### config.mk
export PLATFORM = sky130hd
export DESIGN_NAME = lpm_ctrl
export DESIGN_NICKNAME = d
export VERILOG_FILES = /design/src/design/lpm_pkg.sv /design/src/design/lpm_ctrl.sv
export SDC_FILE = /design/constraint.sdc
export NUM_CORES = 1
export LEC_CHECK = 0
export BUFFER_PORTS_ARGS = -buffer_cell sky130_fd_sc_hd__buf_4
export CAP_MARGIN = 40
export CORE_UTILIZATION = 43
export CTS_CLUSTER_SIZE = 8
export DETAILED_ROUTE_END_ITERATION = 12
export GPL_TIMING_DRIVEN = 0
export PLACE_DENSITY = 0.76
export SYNTH_ARGS = -nofsm -noshare
export SYNTH_HDL_FRONTEND = slang
export SYNTH_SLANG_ARGS = --single-unit
### constraint.sdc
create_clock -name clk_i -period 2.7 [get_ports clk_i]
set_input_delay 0.135 -clock clk_i [delete_from_list [all_inputs] [get_ports clk_i]]
set_output_delay 0.135 -clock clk_i [all_outputs]
set_load 0.05 [all_outputs]
### src/design/lpm_pkg.sv
// lpm_pkg: constants and types of the low-power mode controller
// assumes APB slave with 32-bit data, one word per register
package lpm_pkg;
   // register indices; the byte address is four times the index
   localparam logic [15:0] REG_IDX_PMC  = 16'hFFF0;
   localparam logic [15:0] REG_IDX_DTC  = 16'hFFF1;
   localparam logic [15:0] REG_IDX_CTL  = 16'hFFF2;
   localparam logic [15:0] REG_IDX_STAT = 16'hFFF3;
   localparam logic [17:0] ADDR_PMC  = {REG_IDX_PMC, 2'b00};
   localparam logic [17:0] ADDR_DTC  = {REG_IDX_DTC, 2'b00};
   localparam logic [17:0] ADDR_CTL  = {REG_IDX_CTL, 2'b00};
   localparam logic [17:0] ADDR_STAT = {REG_IDX_STAT, 2'b00};
   // field positions
   localparam int PMC_STBY_BIT = 7;
   localparam int PMC_STS_LSB  = 4;
   localparam int PMC_LOWSPD_BIT = 3;
   localparam int PMC_RSV_BIT  = 2;
   localparam int DTC_DTEN_BIT = 3;
   localparam int CTL_TCS_BIT  = 0;
   // reset values
   localparam logic [7:0] PMC_RESET = 8'h00;
   localparam logic [7:0] DTC_RESET = 8'hF4;
   localparam logic [7:0] DTC_FIXED = 8'hF4;
   localparam logic [7:0] CTL_RESET = 8'h00;
   // oscillator and system clock gate on, everything else off
   localparam logic [7:0] PWR_RESET = 8'hC0;
   // settle wait, in states of the system clock
   localparam logic [17:0] WAIT_0 = 18'h02000;
   localparam logic [17:0] WAIT_1 = 18'h04000;
   localparam logic [17:0] WAIT_2 = 18'h08000;
   localparam logic [17:0] WAIT_3 = 18'h10000;
   localparam logic [17:0] WAIT_4 = 18'h20000;
   // recommended least wait with a ceramic resonator
   localparam int SETTLE_MIN_MS     = 10;
   localparam int CLK_HZ            = 40000000;
   localparam int SETTLE_MIN_CYCLES = (CLK_HZ / 1000) * SETTLE_MIN_MS;

   typedef enum logic [2:0] {
      LPM_ACTIVE, LPM_SLEEP, LPM_STANDBY, LPM_WATCH, LPM_SETTLE, LPM_SUBACTIVE
   } lpm_mode_t;

   // wake request lines from the cpu side
   typedef struct packed {
      logic tb_irq;
      logic ext0_irq;
      logic ext1_irq;
      logic tb_en;
      logic ext0_en;
      logic ext1_en;
      logic dt_en;
   } lpm_wake_t;

   // power controls to clocks and peripherals
   typedef struct packed {
      logic main_osc_on;
      logic sysclk_gate;
      logic cpu_on_subclk;
      logic cpu_halt;
      logic periph_stop;
      logic periph_rst;
      logic io_hiz;
      logic tb_on_subclk;
   } lpm_pwr_t;
endpackage

### src/design/lpm_ctrl.sv
// lpm_ctrl: power-mode sequencer with three control registers and a status register on APB
// assumes the cpu pulses sleep_i per sleep instruction and holds its mask on cpu_imask_i
//
// Overview of operation
// active sleep with standby_select=1 and timer_clock_source_bit=1 enters watch
// subactive sleep with direct_transfer_enable=0 enters watch
// watch stops main oscillator and peripherals except time base, resets outputs
// watch left only by time-base irq, external_interrupt_zero, or reset_pin
// wake with low_speed_select=0 starts oscillator, waits, returns active, takes irq
// wake with low_speed_select=1 enters subactive instead
// wake ignored when cpu mask set or source disabled
// in watch the prescaled subclock drives the timer time base
// subactive runs cpu on subclock, peripherals halted, i/o high impedance
// subactive sleep with direct_transfer_enable=1 and low_speed_select=0 raises direct irq
// direct transfer passes through watch while the oscillator settles
// direct transfer suppressed by cpu mask or disabled direct irq
// no direct transfer while low_speed_select is 1
// software should program at least 10 ms wait for ceramic resonators; the longest wait here, 131072 states, is about 3.3 ms at CLK_HZ
// standby_select=0 makes sleep enter sleep mode, 1 standby or watch
// standby_select writable only in active mode and stays 1 after wake
// three-bit field picks 8192 to 131072 state settle wait
// first register bit 2 read/write, bits 1 and 0 read zero
// direct_transfer_enable writable only in subactive mode
// second register bits 7-4 and 2 read 1, bits 1-0 read 0
// reset_pin low restarts oscillator and leaves low-power mode
// any reset returns to active with initial register values
//
// Added by the designer: the APB slave port.
`timescale 1ns/10ps
module lpm_ctrl (
   input  wire logic              clk_i,
   input  wire logic              rst_n_i,
   input  wire logic              psel_i,
   input  wire logic              penable_i,
   input  wire logic              pwrite_i,
   input  wire logic [31:0]       paddr_i,
   input  wire logic [31:0]       pwdata_i,
   input  wire logic [3:0]        pstrb_i,
   output logic      [31:0]       prdata_o,
   output logic                   pready_o,
   output logic                   pslverr_o,
   input  wire logic              sleep_i,
   input  wire logic              cpu_imask_i,
   input  wire lpm_pkg::lpm_wake_t wake_i,
   output lpm_pkg::lpm_pwr_t      pwr_o,
   output logic                   irq_take_o,
   output logic                   direct_irq_o,
   output logic [2:0]             mode_o
);
   import lpm_pkg::*;

   // ==========================================================
   // registers and decode
   // ==========================================================
   logic            stby_q;
   logic            lowspd_q;
   logic            rsv_q;
   logic            dtr_on_q;
   logic            tcs_q;
   logic [2:0]      sts_q;
   lpm_mode_t       mode_q;
   lpm_mode_t       mode_d;
   logic [17:0]     cnt_q;
   logic [17:0]     cnt_d;
   lpm_pwr_t        pwr_d;
   logic            irq_take_d;
   logic            direct_irq_d;

   wire  [17:0] adr       = paddr_i[17:0];
   wire         wr_stb    = psel_i & penable_i & pwrite_i & pstrb_i[0];
   wire         rd_acc    = psel_i & ~penable_i & ~pwrite_i;
   wire         hit_pmc   = (adr == ADDR_PMC);
   wire         hit_dtc   = (adr == ADDR_DTC);
   wire         hit_ctl   = (adr == ADDR_CTL);
   wire         hit_stat  = (adr == ADDR_STAT);
   wire         hit_any   = hit_pmc | hit_dtc | hit_ctl | hit_stat;
   wire         in_active = (mode_q == LPM_ACTIVE);
   wire         in_sub    = (mode_q == LPM_SUBACTIVE);
   wire         wr_pmc    = wr_stb & hit_pmc;
   wire         wr_stby   = wr_pmc & in_active;
   wire         wr_dtc    = wr_stb & hit_dtc & in_sub;
   wire         wr_ctl    = wr_stb & hit_ctl;

   wire  [7:0]  pmc_rd = {stby_q, sts_q, lowspd_q, rsv_q, 2'b00};
   wire  [7:0]  dtc_rd = DTC_FIXED | {4'h0, dtr_on_q, 3'b000};

   function automatic logic [17:0] settle_len(input logic [2:0] sel);
      case (sel)
         3'b000:  settle_len = WAIT_0;
         3'b001:  settle_len = WAIT_1;
         3'b010:  settle_len = WAIT_2;
         3'b011:  settle_len = WAIT_3;
         default: settle_len = WAIT_4;
      endcase
   endfunction

   // ==========================================================
   // wake qualification
   // ==========================================================
   wire tb_wake   = wake_i.tb_irq & wake_i.tb_en & ~cpu_imask_i;
   wire ext0_wake = wake_i.ext0_irq & wake_i.ext0_en & ~cpu_imask_i;
   wire ext1_wake = wake_i.ext1_irq & wake_i.ext1_en & ~cpu_imask_i;
   wire watch_wake = tb_wake | ext0_wake;
   wire sleep_wake = tb_wake | ext0_wake | ext1_wake;
   wire stby_wake  = ext0_wake | ext1_wake;
   wire dt_ok      = dtr_on_q & ~lowspd_q & wake_i.dt_en & ~cpu_imask_i;

   // ==========================================================
   // mode sequencer
   // ==========================================================
   always_comb begin
      mode_d   = mode_q;
      cnt_d    = cnt_q;
      case (mode_q)
         LPM_ACTIVE: begin
            if (sleep_i) begin
               if (!stby_q) begin
                  mode_d = LPM_SLEEP;
               end else if (tcs_q) begin
                  mode_d = LPM_WATCH;
               end else begin
                  mode_d = LPM_STANDBY;
               end
            end
         end
         LPM_SLEEP: begin
            if (sleep_wake) begin
               mode_d = LPM_ACTIVE;
            end
         end
         LPM_STANDBY: begin
            if (stby_wake) begin
               mode_d = LPM_SETTLE;
               cnt_d  = settle_len(sts_q);
            end
         end
         LPM_WATCH: begin
            if (watch_wake) begin
               if (lowspd_q) begin
                  mode_d = LPM_SUBACTIVE;
               end else begin
                  mode_d = LPM_SETTLE;
                  cnt_d  = settle_len(sts_q);
               end
            end
         end
         LPM_SETTLE: begin
            // oscillator running while still held in watch-like state
            if (cnt_q <= 18'h00001) begin
               mode_d = LPM_ACTIVE;
            end else begin
               cnt_d = cnt_q - 18'h00001;
            end
         end
         LPM_SUBACTIVE: begin
            if (sleep_i) begin
               if (dt_ok) begin
                  mode_d = LPM_SETTLE;
                  cnt_d  = settle_len(sts_q);
               end else begin
                  mode_d = LPM_WATCH;
               end
            end
         end
         default: begin
            mode_d = LPM_ACTIVE;
         end
      endcase
   end

   always_ff @(posedge clk_i) begin
      if (!rst_n_i) begin
         mode_q   <= LPM_ACTIVE;
         cnt_q    <= '0;
      end else begin
         mode_q   <= mode_d;
         cnt_q    <= cnt_d;
      end
   end

   // ==========================================================
   // control registers
   // ==========================================================
   // standby select moves only while the cpu runs in active mode
   always_ff @(posedge clk_i) begin
      if (!rst_n_i) begin
         stby_q <= PMC_RESET[PMC_STBY_BIT];
      end else if (wr_stby) begin
         stby_q <= pwdata_i[PMC_STBY_BIT];
      end
   end

   always_ff @(posedge clk_i) begin
      if (!rst_n_i) begin
         sts_q    <= PMC_RESET[PMC_STS_LSB+:3];
         lowspd_q <= PMC_RESET[PMC_LOWSPD_BIT];
         rsv_q    <= PMC_RESET[PMC_RSV_BIT];
      end else if (wr_pmc) begin
         sts_q    <= pwdata_i[PMC_STS_LSB+:3];
         lowspd_q <= pwdata_i[PMC_LOWSPD_BIT];
         rsv_q    <= pwdata_i[PMC_RSV_BIT];
      end
   end

   // direct transfer enable moves only in subactive mode
   always_ff @(posedge clk_i) begin
      if (!rst_n_i) begin
         dtr_on_q <= DTC_RESET[DTC_DTEN_BIT];
      end else if (wr_dtc) begin
         dtr_on_q <= pwdata_i[DTC_DTEN_BIT];
      end
   end

   // timer clock source select, steers sleep into watch or standby
   always_ff @(posedge clk_i) begin
      if (!rst_n_i) begin
         tcs_q <= CTL_RESET[CTL_TCS_BIT];
      end else if (wr_ctl) begin
         tcs_q <= pwdata_i[CTL_TCS_BIT];
      end
   end

   // ==========================================================
   // apb answer
   // ==========================================================
   wire [7:0] rd_mux = hit_pmc  ? pmc_rd :
                       hit_dtc  ? dtc_rd :
                       hit_ctl  ? {7'h00, tcs_q} :
                       hit_stat ? {5'h00, mode_q} : 8'h00;

   always_ff @(posedge clk_i) begin
      if (!rst_n_i) begin
         prdata_o  <= 32'h00000000;
         pready_o  <= 1'b0;
         pslverr_o <= 1'b0;
      end else begin
         pready_o  <= psel_i & ~penable_i;
         pslverr_o <= psel_i & ~penable_i & ~hit_any;
         if (rd_acc) begin
            prdata_o <= {24'h000000, rd_mux};
         end
      end
   end

   // ==========================================================
   // power outputs
   // ==========================================================
   // one row per mode, decoded from the next mode so outputs track mode_o
   always_comb begin
      pwr_d = '0;
      case (mode_d)
         LPM_ACTIVE: begin
            pwr_d.main_osc_on   = 1'b1;
            pwr_d.sysclk_gate   = 1'b1;
         end
         LPM_SLEEP: begin
            pwr_d.main_osc_on   = 1'b1;
            pwr_d.sysclk_gate   = 1'b1;
            pwr_d.cpu_halt      = 1'b1;
         end
         LPM_STANDBY: begin
            pwr_d.cpu_halt      = 1'b1;
            pwr_d.periph_stop   = 1'b1;
            pwr_d.periph_rst    = 1'b1;
            pwr_d.io_hiz        = 1'b1;
         end
         LPM_WATCH: begin
            // main oscillator stays off here
            pwr_d.cpu_halt      = 1'b1;
            pwr_d.periph_stop   = 1'b1;
            pwr_d.periph_rst    = 1'b1;
            pwr_d.tb_on_subclk  = 1'b1;
         end
         LPM_SETTLE: begin
            // still watch for the core, oscillator already running
            pwr_d.main_osc_on   = 1'b1;
            pwr_d.cpu_halt      = 1'b1;
            pwr_d.periph_stop   = 1'b1;
            pwr_d.periph_rst    = 1'b1;
            pwr_d.tb_on_subclk  = 1'b1;
         end
         LPM_SUBACTIVE: begin
            pwr_d.cpu_on_subclk = 1'b1;
            pwr_d.periph_stop   = 1'b1;
            pwr_d.periph_rst    = 1'b1;
            pwr_d.io_hiz        = 1'b1;
            pwr_d.tb_on_subclk  = 1'b1;
         end
         default: begin
            pwr_d.main_osc_on   = 1'b1;
            pwr_d.sysclk_gate   = 1'b1;
         end
      endcase
   end

   wire go_act = (mode_d == LPM_ACTIVE) & ~in_active & (mode_q != LPM_SLEEP);

   assign irq_take_d   = go_act | ((mode_q == LPM_SLEEP) & sleep_wake);
   assign direct_irq_d = in_sub & sleep_i & dt_ok;

   always_ff @(posedge clk_i) begin
      if (!rst_n_i) begin
         pwr_o        <= PWR_RESET;
         irq_take_o   <= 1'b0;
         direct_irq_o <= 1'b0;
         mode_o       <= 3'(LPM_ACTIVE);
      end else begin
         pwr_o        <= pwr_d;
         irq_take_o   <= irq_take_d;
         direct_irq_o <= direct_irq_d;
         mode_o       <= 3'(mode_d);
      end
   end
endmodule

# Word level (Yosys, flattened, before mapping)
# Cells that the tools add are included.
[totals]
out_inout_bits = 47
in_bits = 82
reg_bits = 49
[op_classes]
n_eq_ne = 24
n_bitwise = 38
n_addsub = 1
reduce_logical = 10
n_mux = 30
n_lt_le_gt_ge = 1
[ops]
columns = ["operator", "count"]
rows = [
  ["case mux 18 bit (4 select lines)", 2],
  ["2-to-1 mux 18 bit", 6],
  ["equality test 18 bit, second input constant", 4],
  ["2-to-1 mux 3 bit", 9],
  ["bitwise AND 1 bit", 25],
  ["equality test 3 x 2 -> 1 bit, second input constant", 6],
  ["<= comparator 18 x 1 -> 1 bit, second input constant", 1],
  ["case mux 3 bit (6 select lines)", 1],
  ["subtractor 18 x 1 -> 18 bit, second input constant", 1],
  ["2-to-1 mux 8 bit", 2],
  ["equality test 3 bit, second input constant", 4],
  ["inequality test 2 bit, second input constant", 5],
  ["equality test 3 x 1 -> 1 bit, second input constant", 3],
  ["logical NOT 3 bit", 3],
  ["2-to-1 mux 1 bit", 8],
  ["OR reduction 4 bit", 2],
  ["bitwise OR 1 bit", 7],
  ["AND reduction 7 bit", 1],
  ["inverter 1 bit", 6],
  ["OR reduction 3 bit", 2],
  ["2-to-1 mux 2 bit", 2],
  ["nonzero test 4 bit", 1],
  ["inequality test 3 x 1 -> 1 bit, second input constant", 1],
  ["inequality test 2 x 1 -> 1 bit, second input constant", 1],
  ["OR reduction 2 bit", 1],
]

# Logic depth before layout (Yosys ltp)
[depth]
depth_word = 11
mapped_depth = 9
depth_no_buf = 7

# Worst setup path after synthesis
# No wires, ideal clock.
[synth_path]
kind = "register -> register"
startpoint = "register mode_o[0] (netlist name)"
endpoint = "register cnt_q[10]"
synth_period_minus_slack_ps = 2217
setup_time_ps = 132
t_arrival_ps = 2085
setup_slack_ps = 483
t_required_ps = 2568
stages_incl_launch_ff = 8
cell_sequence = "dfxtp_1 or3b_1 o22ai_1 a22oi_2 buf_2 buf_2 o31ai_1 a21oi_1"
[synth_lines]
columns = ["element", "line", "rtl"]
rows = [
  ["to (signal assigned)", "lpm_ctrl.sv:177", "cnt_q <= cnt_d;"],
  ["to (decl)", "lpm_ctrl.sv:63", "logic [17:0] cnt_q;"],
]

==> metrics.txt <==
# TYPE chip_impl_metric gauge
chip_impl_info{name="result_of_the_run",value="finished, final reports clean"} 1
chip_impl_info{name="regToRegEndpoint",value="cnt_q[14]"} 1
chip_impl_info{name="synthMostInstantiatedCell",value="dfxtp_1"} 1
chip_impl_metric{name="worst_ep_required",unit="ns"} 2.92
chip_impl_metric{name="peakVddDrop",unit="uV"} 350
chip_impl_metric{name="drive_gt1_share",unit="%"} 28.7
chip_impl_info{name="critical_path_class",value="reg2reg"} 1
chip_impl_metric{name="hold_viol_final",unit=""} 0
chip_impl_info{name="rr_startpoint",value="mode_o[0]"} 1
chip_impl_metric{name="antenna_violations_before_repair",unit=""} 0
chip_impl_metric{name="hpwlAfterDp",unit="mm"} 5.13
chip_impl_metric{name="grt_usage",unit="%"} 21.8
chip_impl_metric{name="hold_fix_buffers_cts",unit=""} 0
chip_impl_metric{name="core_area",unit="mm2"} 0.00606
chip_impl_metric{name="worstMarginPinSlew",unit="ns"} 0.918
chip_impl_metric{name="cts.reportedPaths.clkPinSlew",unit="ns"} 0.09
chip_impl_metric{name="port_buffers",unit=""} 61
chip_impl_metric{name="timing.max_cap.violations",unit=""} 0
chip_impl_metric{name="worstRegToRegCells",unit=""} 7
chip_impl_info{name="grt_setup_unrepaired",value="no"} 1
chip_impl_metric{name="drt-wirelength-per-cell",unit="um"} 13.9
chip_impl_info{name="timing.critical_path.mode_cell",value="buf_2"} 1
chip_impl_metric{name="fin_worst_skew",unit="ns"} 0.00776
chip_impl_metric{name="dr_wl_met3",unit="um"} 473
chip_impl_metric{name="synth.ff_latch_count",unit=""} 48
chip_impl_metric{name="detail_route.wirelength.met1",unit="mm"} 3.14
chip_impl_metric{name="max_freq",unit="GHz"} 0.430
chip_impl_metric{name="critical_path_arrival",unit="ns"} 2.54
chip_impl_metric{name="finalCoreUtilization",unit="%"} 58.6
chip_impl_metric{name="setup_violations",unit=""} 0
chip_impl_metric{name="detailroute.via_count",unit=""} 2659
chip_impl_metric{name="setup_tns",unit="ns"} 0
chip_impl_metric{name="finalMaxSlewViolations",unit=""} 0
chip_impl_metric{name="grt_start_max_net_pins",unit=""} 17
chip_impl_metric{name="detail-route-antenna-nets",unit=""} 0
chip_impl_metric{name="final-seq-area",unit="um2"} 961
chip_impl_metric{name="synth.yosys.seq_area_share",unit="%"} 34.6
chip_impl_info{name="synth.area.top_cells",value="dfxtp_1, buf_4, a21oi_1"} 1
chip_impl_metric{name="initial_utilization",unit="%"} 45.8
chip_impl_metric{name="fin_nets",unit=""} 497
chip_impl_metric{name="via_per_inst",unit=""} 5.44
chip_impl_metric{name="worst_skew_pair.late_latency",unit="ns"} 0.31
chip_impl_metric{name="fp.dieArea",unit="mm2"} 0.00678
chip_impl_info{name="path_cells",value="clkbuf_1 -> o21ai_1 -> a22oi_2 -> buf_2 -> buf_2 -> nor3_1 -> o32ai_1"} 1
chip_impl_metric{name="yosys_warnings",unit=""} 0
chip_impl_metric{name="drt_first_iter_violations",unit=""} 109
chip_impl_info{name="cts_root_buf",value="clkbuf_8"} 1
chip_impl_info{name="hold_path_startpoint",value="penable_i"} 1
chip_impl_metric{name="fp.dieH",unit="um"} 82.4
chip_impl_info{name="synth_top_cell_by_area",value="dfxtp_1"} 1
chip_impl_metric{name="powerDensity",unit="mW/mm2"} 444
chip_impl_info{name="setup.worst_path.start_class",value="flop"} 1
chip_impl_info{name="crit_slowest_cell",value="dfxtp_1"} 1
chip_impl_metric{name="post_synth_instance_area",unit="mm2"} 0.00278
chip_impl_metric{name="synth_cell_types",unit=""} 69
chip_impl_metric{name="fill_cells",unit=""} 557
chip_impl_metric{name="first_global_vias",unit=""} 2429
chip_impl_metric{name="timing.reg2reg.setup_slack",unit="ns"} 0.38
chip_impl_metric{name="max-slew-margin-rel",unit="%"} 38.4
chip_impl_metric{name="multi_input_comb_area",unit="mm2"} 0.00160
chip_impl_metric{name="cts-htree-levels",unit=""} 2
chip_impl_metric{name="layout_min_cycle_time",unit="ns"} 2.32
chip_impl_metric{name="critical_path.max_fanout",unit=""} 10
chip_impl_metric{name="fp-row-count",unit=""} 28
chip_impl_metric{name="io_pins",unit=""} 129
chip_impl_metric{name="drt_first_pass_iters",unit=""} 4
chip_impl_metric{name="synth_cells",unit=""} 322
chip_impl_metric{name="asyncSetResetFlopFracSynth",unit="%"} 0
chip_impl_info{name="clock_tree_from_tritoncts",value="yes"} 1
chip_impl_metric{name="remaining_drcs",unit=""} 0
chip_impl_metric{name="antenna_cells_inserted",unit=""} 0
chip_impl_metric{name="gpl.final_weighted_congestion",unit=""} 0.853
chip_impl_metric{name="post-cts-setup-buffers",unit=""} 0
chip_impl_info{name="min_to",value="pready_o"} 1
chip_impl_metric{name="postRouteWirelength",unit="mm"} 6.81
chip_impl_metric{name="power.leakage",unit="uW"} 0.00149
chip_impl_info{name="endpoint_kind",value="flop"} 1
chip_impl_info{name="synth_top_cells_by_count",value="dfxtp_1, a21oi_1, buf_4"} 1
chip_impl_metric{name="synth_edf_count",unit=""} 0
chip_impl_metric{name="num_cts_buffers",unit=""} 5
chip_impl_metric{name="tritoncts_num_sinks",unit=""} 48
chip_impl_metric{name="area_growth_syn_to_layout",unit="%"} 27.9
chip_impl_metric{name="chip_width",unit="um"} 82.4
chip_impl_info{name="hold_class",value="in2reg"} 1
chip_impl_metric{name="detailed_routed_wire_length_on_met2",unit="mm"} 3.12
chip_impl_info{name="ys_dominant_reg_cell",value="dfxtp_1"} 1
chip_impl_metric{name="cts_buffer_depth",unit=""} 2
chip_impl_metric{name="post_synth.cell_area_avg",unit="um2"} 8.62
chip_impl_metric{name="post-synth-top-area-fraction",unit="%"} 34.6
chip_impl_metric{name="hold_depth",unit=""} 2
chip_impl_info{name="dr.max_layer_used",value="met4"} 1
chip_impl_metric{name="critical_path.max_stage_delay",unit="ns"} 0.45
chip_impl_metric{name="grt_overflow_total",unit=""} 0
chip_impl_metric{name="layout_worst_path_cycle_share",unit="%"} 86.1
chip_impl_metric{name="grt_first_pass_wirelength",unit="mm"} 11.3
kinds of logic (layout without fill, tap and decap cells):
family,after synthesis,after routing,share of synthesized area (%)
DFF,48,48,34.6
buffers and inverters,49,118,10.8
other,1,24,0.135
muxes,9,9,3.29
and+or+nand+nor,130,130,29.9
adders and majority gates,2,2,0.901
AOI/OAI and AO/OA,83,83,20.4
layout by cell type (no fill, tap or decap), types with 7 or more instances in the layout:
cell / n
nand2_1: 20
o31ai_1: 12
and2_1: 7
conb_1: 24
nor2_1: 24
buf_4: 86
dfxtp_1: 48
a21oi_1: 27
nand3_1: 7
or4_1: 11
clkbuf_1: 10
mux2i_1: 8
nand4_1: 7
worst max path at each step:
stage          depth (start not counted)  slack (ns)       from        end
6_report                               7        0.38  mode_o[0]  cnt_q[14]
4_1_cts                                5        0.30  mode_o[0]   cnt_q[6]
3_3_place_gp                           5        0.34  mode_o[0]  cnt_q[11]
3_5_place_dp                           5        0.32  mode_o[0]   cnt_q[6]
5_1_grt                                9        0.19   cnt_q[0]   cnt_q[6]
2_1_floorplan                          7        0.48  mode_o[0]  cnt_q[10]
worst max-delay path: cells and delay by family (launching register included):
| kind | cells | cell delay [ns] |
|---|---|---|
| buffers and inverters | 3 | 0.96 |
| AND/OR/NAND/NOR | 1 | 0.09 |
| flip-flops | 1 | 0.45 |
| AO/OA/AOI/OAI | 3 | 0.75 |
power by group:
part / internal [uW] / switching, uW
Combinational: 84.1 / 145
Sequential: 711 / 2.86
Clock: 373 / 261
registers in the layout (all words and copies together), names as in the netlist, 3 cells and up:
register,cells
sts_q,3
prdata_o,8
cnt_q,18
pwr_o,7
mode_o,3
routing by layer:
metal | up-vias | GRT usage, %
met3 | 8 | 6.15
met5 | - | 0
met4 | 0 | 5.44
met2 | 84 | 37.4
met1 | 1217 | 26.5
li1 | 1350 | -
metrics by stage:
stage          total power (uW)  cells  worst slack [ns]  hold WS (ns)  area, um2
2_1_floorplan               890    345             0.483         0.219       2860
3_3_place_gp                955    481             0.338         0.350       3410
3_5_place_dp                958    481             0.316         0.356       3410
4_1_cts                    1580    489             0.301        0.0294       3550
5_1_grt                    1630    489             0.194        0.0331       3550
6_report                   1580    489             0.375        0.0350       3550
timing repair:
action | 4_1_cts | 5_1_grt
endpoints found under the hold margin | 0 | 0
resized for setup | 0 | 1
endpoints found under the setup margin | 0 | 9
final cells by class:
class                           count  area share [%]
Multi-Input combinational cell    248            45.1
Clock buffer                        5            1.94
Timing Repair Buffer               61            12.9
Clock inverter                      3            1.94
Buffer                             42            7.68
Sequential cell                    48            27.1
Inverter                            7           0.740
Tap cell                           75            2.64
(Power assumes the default switching activity.)
